[src/i2c_flags_map.svh]
// Purpose: Register map, field positions and reset values of the FIFO flag block.
// Assumes: 16-bit register data, full 32-bit byte addresses.
// Notes: Definitions only.
`ifndef I2C_FLAGS_MAP_SVH
`define I2C_FLAGS_MAP_SVH

// Register byte addresses
`define RAW_FLAG_STATUS_ADDR 32'h5000_1334
`define RECEIVE_THRESHOLD_ADDR 32'h5000_1338
`define TRANSMIT_THRESHOLD_ADDR 32'h5000_133C
`define CLEAR_ALL_FLAGS_ADDR 32'h5000_1340
`define CLEAR_EMPTY_READ_ADDR 32'h5000_1344

// Raw status bit positions
`define EMPTY_READ_BIT 0
`define RX_OVERRUN_BIT 1
`define RX_LEVEL_BIT 2
`define TX_OVERRUN_BIT 3
`define TX_LEVEL_BIT 4

// Threshold field width and reset values
`define THRESHOLD_WIDTH 5
`define THRESHOLD_RESET 5'h00
`define FLAG_RESET 1'h0

// FIFO depth in entries
`define FIFO_DEPTH 32

`endif

[src/i2c_flags_pkg.sv]
// Purpose: Types shared by the FIFO flag block.
// Assumes: Register data is 16 bits wide.
// Notes: Constants live in i2c_flags_map.svh.
`default_nettype none
package i2c_flags_pkg;
  // Processor register access
  typedef struct packed {
    logic sel;
    logic write;
    logic [31:0] addr;
    logic [15:0] wdata;
  } reg_req_t;

  // FIFO movement strobes, one cycle each
  typedef struct packed {
    logic tx_push;
    logic tx_pop;
    logic rx_push;
    logic rx_pop;
  } fifo_event_t;

  // Raw flags in status bit order 4..0
  typedef struct packed {
    logic tx_level;
    logic tx_overrun;
    logic rx_level;
    logic rx_overrun;
    logic empty_read;
  } raw_flags_t;
endpackage : i2c_flags_pkg
`default_nettype wire

[src/i2c_fifo_flags.sv]
// Purpose: FIFO levels, raw flags, thresholds and read-to-clear registers of an I2C controller.
// Assumes: Event strobes come from logic on ref_clk; one register access per cycle.
// Notes: Register reads answer one cycle after the request.
`include "i2c_flags_map.svh"
`timescale 1ns/1ps
`default_nettype none
module i2c_fifo_flags #(
  parameter int DEPTH = `FIFO_DEPTH
) (
  // Clock and reset
  input wire logic ref_clk,
  input wire logic rst,
  // Register access
  input wire i2c_flags_pkg::reg_req_t reg_req,
  output logic [15:0] reg_rdata,
  // Controller state
  input wire logic enable_bit,
  input wire logic bus_active,
  input wire logic abort_event,
  input wire logic abort_clear_read,
  // FIFO movements
  input wire i2c_flags_pkg::fifo_event_t fifo_ev,
  output logic tx_push_taken,
  output logic rx_byte_ack,
  output logic rx_byte_stored,
  output logic rx_pop_valid,
  // Status towards the rest of the controller
  output logic internal_enable,
  output logic tx_flushed,
  output logic clear_all_pulse,
  output logic [5:0] tx_level,
  output logic [5:0] rx_level,
  output i2c_flags_pkg::raw_flags_t raw_flags
);
  import i2c_flags_pkg::*;

  localparam logic [5:0] DEPTH_L = 6'(DEPTH);
  localparam logic [4:0] MAX_CODE = 5'(DEPTH - 1);

  logic [5:0] tx_level_q;
  logic [5:0] rx_level_q;
  logic [4:0] rx_thr_q;
  logic [4:0] tx_thr_q;
  logic ien_q;
  logic flush_q;
  logic tx_over_q;
  logic rx_over_q;
  logic empty_rd_q;
  logic [15:0] rdata_q;
  logic rd;
  logic wr;
  logic rd_clr_all;
  logic rd_clr_empty;
  logic tx_full;
  logic rx_full;
  logic rx_empty;
  logic tx_push_ok;
  logic tx_pop_ok;
  logic rx_push_ok;
  logic rx_pop_ok;
  logic [5:0] tx_thr_entries;
  logic [5:0] rx_thr_entries;
  logic tx_level_flag;
  logic rx_level_flag;
  logic [15:0] rd_val;

  // Access decode
  assign rd = reg_req.sel & ~reg_req.write;
  assign wr = reg_req.sel & reg_req.write;
  assign rd_clr_all = rd & (reg_req.addr == `CLEAR_ALL_FLAGS_ADDR);
  assign rd_clr_empty = rd & (reg_req.addr == `CLEAR_EMPTY_READ_ADDR);

  // Internal enable stays high while disabled only until the bus goes idle
  always_ff @(posedge ref_clk or posedge rst) begin
    if (rst) begin
      ien_q <= 1'b0;
    end else begin
      ien_q <= enable_bit | (ien_q & bus_active);
    end
  end

  // Transmit flush held from abort until an abort-clear read or a clear-all read
  always_ff @(posedge ref_clk or posedge rst) begin
    if (rst) begin
      flush_q <= 1'b0;
    end else if (abort_event) begin
      flush_q <= 1'b1;
    end else if (abort_clear_read | rd_clr_all) begin
      flush_q <= 1'b0;
    end
  end

  // FIFO occupancy qualifiers
  assign tx_full = (tx_level_q == DEPTH_L);
  assign rx_full = (rx_level_q == DEPTH_L);
  assign rx_empty = (rx_level_q == 6'h00);
  assign tx_push_ok = fifo_ev.tx_push & ~tx_full & enable_bit & ~flush_q;
  assign tx_pop_ok = fifo_ev.tx_pop & (tx_level_q != 6'h00);
  assign rx_push_ok = fifo_ev.rx_push & ~rx_full & enable_bit;
  assign rx_pop_ok = fifo_ev.rx_pop & ~rx_empty;

  // Transmit level count, emptied while disabled or flushed
  always_ff @(posedge ref_clk or posedge rst) begin
    if (rst) begin
      tx_level_q <= 6'h00;
    end else if (~enable_bit | flush_q | abort_event) begin
      tx_level_q <= 6'h00;
    end else begin
      tx_level_q <= tx_level_q + 6'(tx_push_ok) - 6'(tx_pop_ok);
    end
  end

  // Receive level count, held in reset while enable bit is low
  always_ff @(posedge ref_clk or posedge rst) begin
    if (rst) begin
      rx_level_q <= 6'h00;
    end else if (~enable_bit) begin
      rx_level_q <= 6'h00;
    end else begin
      rx_level_q <= rx_level_q + 6'(rx_push_ok) - 6'(rx_pop_ok);
    end
  end

  // Threshold registers, clamped to the buffer depth minus one
  always_ff @(posedge ref_clk or posedge rst) begin
    if (rst) begin
      rx_thr_q <= `THRESHOLD_RESET;
      tx_thr_q <= `THRESHOLD_RESET;
    end else if (wr && reg_req.addr == `RECEIVE_THRESHOLD_ADDR) begin
      rx_thr_q <= (reg_req.wdata > 16'(MAX_CODE)) ? MAX_CODE : reg_req.wdata[4:0];
    end else if (wr && reg_req.addr == `TRANSMIT_THRESHOLD_ADDR) begin
      tx_thr_q <= (reg_req.wdata > 16'(MAX_CODE)) ? MAX_CODE : reg_req.wdata[4:0];
    end
  end

  // Threshold codes to entry counts
  assign rx_thr_entries = {1'b0, rx_thr_q} + 6'h01;
  assign tx_thr_entries = (tx_thr_q == 5'h1F) ? 6'h20 : {1'b0, tx_thr_q};

  // Level flags are hardware cleared and never touched by clearing reads
  assign rx_level_flag = enable_bit & (rx_level_q >= rx_thr_entries);
  assign tx_level_flag = ien_q & (tx_level_q <= tx_thr_entries);

  // Transmit overrun, set wins over clear-all read
  always_ff @(posedge ref_clk or posedge rst) begin
    if (rst) begin
      tx_over_q <= `FLAG_RESET;
    end else if (~ien_q) begin
      tx_over_q <= 1'b0;
    end else if (fifo_ev.tx_push & tx_full) begin
      tx_over_q <= 1'b1;
    end else if (rd_clr_all) begin
      tx_over_q <= 1'b0;
    end
  end

  // Receive overrun, byte discarded but still acknowledged
  always_ff @(posedge ref_clk or posedge rst) begin
    if (rst) begin
      rx_over_q <= `FLAG_RESET;
    end else if (~ien_q) begin
      rx_over_q <= 1'b0;
    end else if (fifo_ev.rx_push & rx_full) begin
      rx_over_q <= 1'b1;
    end else if (rd_clr_all) begin
      rx_over_q <= 1'b0;
    end
  end

  // Empty read, cleared by either clearing read
  always_ff @(posedge ref_clk or posedge rst) begin
    if (rst) begin
      empty_rd_q <= `FLAG_RESET;
    end else if (~ien_q) begin
      empty_rd_q <= 1'b0;
    end else if (fifo_ev.rx_pop & rx_empty) begin
      empty_rd_q <= 1'b1;
    end else if (rd_clr_all | rd_clr_empty) begin
      empty_rd_q <= 1'b0;
    end
  end

  // Read data mux; reserved bits and clear registers give zero
  always_comb begin
    rd_val = 16'h0000;
    unique case (reg_req.addr)
      `RAW_FLAG_STATUS_ADDR: begin
        rd_val[`TX_LEVEL_BIT] = tx_level_flag;
        rd_val[`TX_OVERRUN_BIT] = tx_over_q;
        rd_val[`RX_LEVEL_BIT] = rx_level_flag;
        rd_val[`RX_OVERRUN_BIT] = rx_over_q;
        rd_val[`EMPTY_READ_BIT] = empty_rd_q;
      end
      `RECEIVE_THRESHOLD_ADDR: rd_val[4:0] = rx_thr_q;
      `TRANSMIT_THRESHOLD_ADDR: rd_val[4:0] = tx_thr_q;
      default: rd_val = 16'h0000;
    endcase
  end

  // Registered read data
  always_ff @(posedge ref_clk or posedge rst) begin
    if (rst) begin
      rdata_q <= 16'h0000;
    end else if (rd) begin
      rdata_q <= rd_val;
    end
  end

  // Outputs
  assign reg_rdata = rdata_q;
  assign tx_push_taken = tx_push_ok;
  assign rx_byte_ack = fifo_ev.rx_push;
  assign rx_byte_stored = rx_push_ok;
  assign rx_pop_valid = rx_pop_ok;
  assign internal_enable = ien_q;
  assign tx_flushed = flush_q;
  assign clear_all_pulse = rd_clr_all;
  assign tx_level = tx_level_q;
  assign rx_level = rx_level_q;
  assign raw_flags = '{tx_level: tx_level_flag, tx_overrun: tx_over_q, rx_level: rx_level_flag,
                       rx_overrun: rx_over_q, empty_read: empty_rd_q};
endmodule : i2c_fifo_flags
`default_nettype wire

[config.mk]
export PLATFORM = sky130hd
export DESIGN_NAME = i2c_fifo_flags
export DESIGN_NICKNAME = d
export VERILOG_FILES = /design/src/i2c_flags_pkg.sv /design/src/i2c_fifo_flags.sv
export VERILOG_INCLUDE_DIRS = /design/src
export SDC_FILE = /design/constraint.sdc
export NUM_CORES = 1
export LEC_CHECK = 0
export ABC_AREA = 1
export ABC_CLOCK_PERIOD_IN_PS = 2700
export BUFFER_PORTS_ARGS = -buffer_cell sky130_fd_sc_hd__buf_2
export CAP_MARGIN = 20
export CELL_PAD_IN_SITES_DETAIL_PLACEMENT = 1
export CELL_PAD_IN_SITES_GLOBAL_PLACEMENT = 1
export CORE_MARGIN = 4
export CORE_UTILIZATION = 25
export CTS_CLUSTER_SIZE = 28
export DETAILED_ROUTE_END_ITERATION = 7
export PLACE_DENSITY_LB_ADDON = 0.1
export SLEW_MARGIN = 10
export SYNTH_ARGS = -nofsm -noshare
export SYNTH_HDL_FRONTEND = slang
export SYNTH_SLANG_ARGS = --single-unit
[constraint.sdc]
create_clock -name ref_clk -period 2.7 [get_ports ref_clk]
set_input_delay 0.54 -clock ref_clk [delete_from_list [all_inputs] [get_ports ref_clk]]
set_output_delay 0.54 -clock ref_clk [all_outputs]
set_load 0.1 [all_outputs]
==> metrics.cfg <==
[min_path]
hp-class = in2async

[place]
placed_cells_incl_taps = 608
dp_hpwl_mm = 7.146
gp_congestion = 0.7797
port_buffers = 88
place_ws_ns = 0.2632

[setup_path]
startpoint_type = flop
path_delay_family = adder cells
cp_cell_sequence = ha_2, nand3_2, xor2_1, ha_1, nand2_2, nor2_1, nand2_1, a21oi_2, buf_12
critPathArrivalTime_ns = 2.06
crit_type = reg2out
slowest_stage = dfrtp_1
slowest_delay_ns = 0.41
cp-end-kind = output port
required_ns = 2.16
cp_max_fo = 5
critPathBufInv = 1

[global_routing]
grt_pass1_vias = 2793
antenna_found_initial = 0
track_usage_pct = 13.28
grt_max_degree = 15
overflow = 0
grt_pass1_wl_mm = 13.86

[detailed_routing]
totalWireLength_mm = 8.297
via_per_inst = 4.261
detail-route-antenna-nets = 0
drtIter0Drc = 59
drc = 0
num_vias = 2659
wl_per_cell_microns = 13.30
drtPass1Iterations = 4

[power]
clockPowerShare_pct = 17.2
p_switching_mw = 1.259
powerDensity_mw_per_mm2 = 655.5
internal_power_mw = 1.174
swShare_pct = 51.76
power_frac_seq_pct = 25.3
power_leakage_nw = 1.918
power_frac_comb_pct = 57.4
ir_drop_v = 0.0007255

[synth]
synth.distinct_cells = 29
yosys.area_share.simple_pct = 33.00
syn_area_per_cell_sq_um = 7.121
synth_fa_ha_area_share_pct = 15.57
ys_warn_count = 0
synth_xor_area_share_pct = 1.274
synth_sequential_area_ratio_pct = 29.13
ys_seq_elements = 32
synth_top_area_share_pct = 29.13
muxShareOfSynthArea_pct = 0
synth_compound_area_share_pct = 6.372
yosysTopAreaCell = dfrtp_1
syn_inst = 386
synth_top_family_by_area = simple AND/OR/NAND/NOR gates
synthTopCellsByArea = dfrtp_1, ha_1, nand2_1
synth_area_sq_mm = 0.002749

[floorplanning]
row_count = 38
dieArea_sq_mm = 0.01274
num_io_pins = 100
die_y_microns = 112.9
initial_core_util_pct = 25.47
die_x_microns = 112.9
core-area_sq_mm = 0.01079

[timing]
min_period_ns = 2.603
relSlewSlack_pct = 64.73
period_share_pct = 96.42
setup_viol = 0
finalClockSkew_ns = 0.009524
report.final.hold_viol_count = 0
rsz0062_at_grt = true
max_freq_mhz = 384.1
worst_pin_slew_ns = 0.5285
drv_slew = 0
layout_setup_ws_ns = 0.09675

[clock_network]
clkLatencyLatePin_ns = 0.28
cts_buffers = 5
root_buffer = clkbuf_8
hold_buffers = 0
cts_sinks = 32
h-tree-depth = 2
clk_path_buf_depth = 2
cts_tree = done
clkTransAtPathRegs_ns = 0.08

[outcome]
status = complete, no violations

[finish]
layout_common_cells = buf_2, nand2_1, inv_1
drive_above_1_share_pct = 36.78
fin_nets = 576
layout.cells.non_filler = 624
diodes = 0
layout_commonest_cell = buf_2
postLayoutCoreUtil_pct = 34.40
area_growth_pct = 35.05

[job]
drv_cap = 0

[path summary, 6_finish.rpt]
check | startpoint | to | slack, ns | depth (start not counted)
setup / recovery | rx_thr_q[0]$_DFFE_PP0P_ | raw_flags[2] | 0.1 | 9
hold / removal | rst | tx_level[3]$_DFF_PP0_ | 0.28 | 2
setup reg to reg | rx_level[3]$_DFF_PP0_ | rx_level[4]$_DFF_PP0_ | 0.28 | 14
hold reg to reg | reg_rdata[3]$_DFFE_PP0P_ | reg_rdata[3]$_DFFE_PP0P_ | 0.49 | 2
max in group asynchronous | rst | rx_thr_q[2]$_DFFE_PP0P_ | 1.62 | 4
min in group ref_clk | abort_event | tx_flushed$_DFFE_PP0P_ | 0.46 | 2
[area by class of cell]
| cell class | count | area (sq um) |
|---|---|---|
| fill | 1354 | 7081 |
| sequential | 32 | 838.3 |
| clock buffer | 8 | 100.1 |
| timing repair buffer | 98 | 560.5 |
| multi-input combinational | 278 | 1760 |
| tap | 140 | 175.2 |
| inverter | 68 | 277.8 |
[routing by layer]
metal / wire length, microns / track usage [%] / up-vias
met2: 4081 / 22.71 / 56
met4: 46 / 2.163 / 0
met5: 0 / 0 / -
li1: - / - / 1380
met1: 3764 / 17.69 / 1219
met3: 405 / 2.567 / 4
[cells in the mapped netlist]
cell      count
o21ai_0       6
nor2_2        5
ha_1         31
conb_1        1
nor2_8        2
xnor2_1       1
nor2_1       50
xor2_1        3
inv_2         1
a21oi_1      16
inv_4         2
a21o_1        1
nand4_1       9
buf_4        17
o21ai_1      10
nor3_1        2
nand3_1      27
dfrtp_1      32
nor4_1        2
nand3b_1      1
nor2_4        2
nand3_4       2
inv_1        65
nand2_1      89
fa_1          2
nor3_2        1
buf_6         1
o21bai_1      1
nand2_2       4
[flip-flops by register name, summed over array words and instances, names as in the netlist]
signal,cells
rx_thr_q,5
empty_rd_q,1
tx_level,6
tx_flushed,1
tx_over_q,1
internal_enable,1
rx_level,6
reg_rdata,5
rx_over_q,1
tx_thr_q,5
[cell families (layout without fill, tap and decap cells)]
logic type | Yosys count | in the layout
buffers and inverters | 86 | 174
and+or+nand+nor | 196 | 196
xor gates and xnor gates | 4 | 4
AOI/OAI and AO/OA | 34 | 34
adders and majority gates | 33 | 33
DFF | 32 | 32
other | 1 | 11
[power groups by stage]
stage               combinational [mW]  sequential, mW  clock (mW)
finish                            1.40           0.616       0.420
global route                      1.55           0.628       0.458
CTS                               1.40           0.619       0.432
detailed placement                1.39           0.628           0
global placement                  1.38           0.625           0
floorplan                        0.834           0.902           0
[metrics by stage]
stage	cell area [sq um]	hold WS [ns]	power [mW]	setup TNS (ns)
2_1_floorplan	2927	0.5017	1.736	-0.6360
3_3_place_gp	3463	0.4704	2.004	0
3_5_place_dp	3463	0.4743	2.017	0
4_1_cts	3571	0.2944	2.451	0
5_1_grt	3712	0.3203	2.638	-0.03249
6_report	3712	0.2796	2.433	0
[timing repair]
item	CTS	global route
endpoints found under the setup margin	2	2
pin swaps	0	9
gates resized for setup	2	18
setup buffers	0	8
No activity file was read; power rests on OpenSTA's default activity.
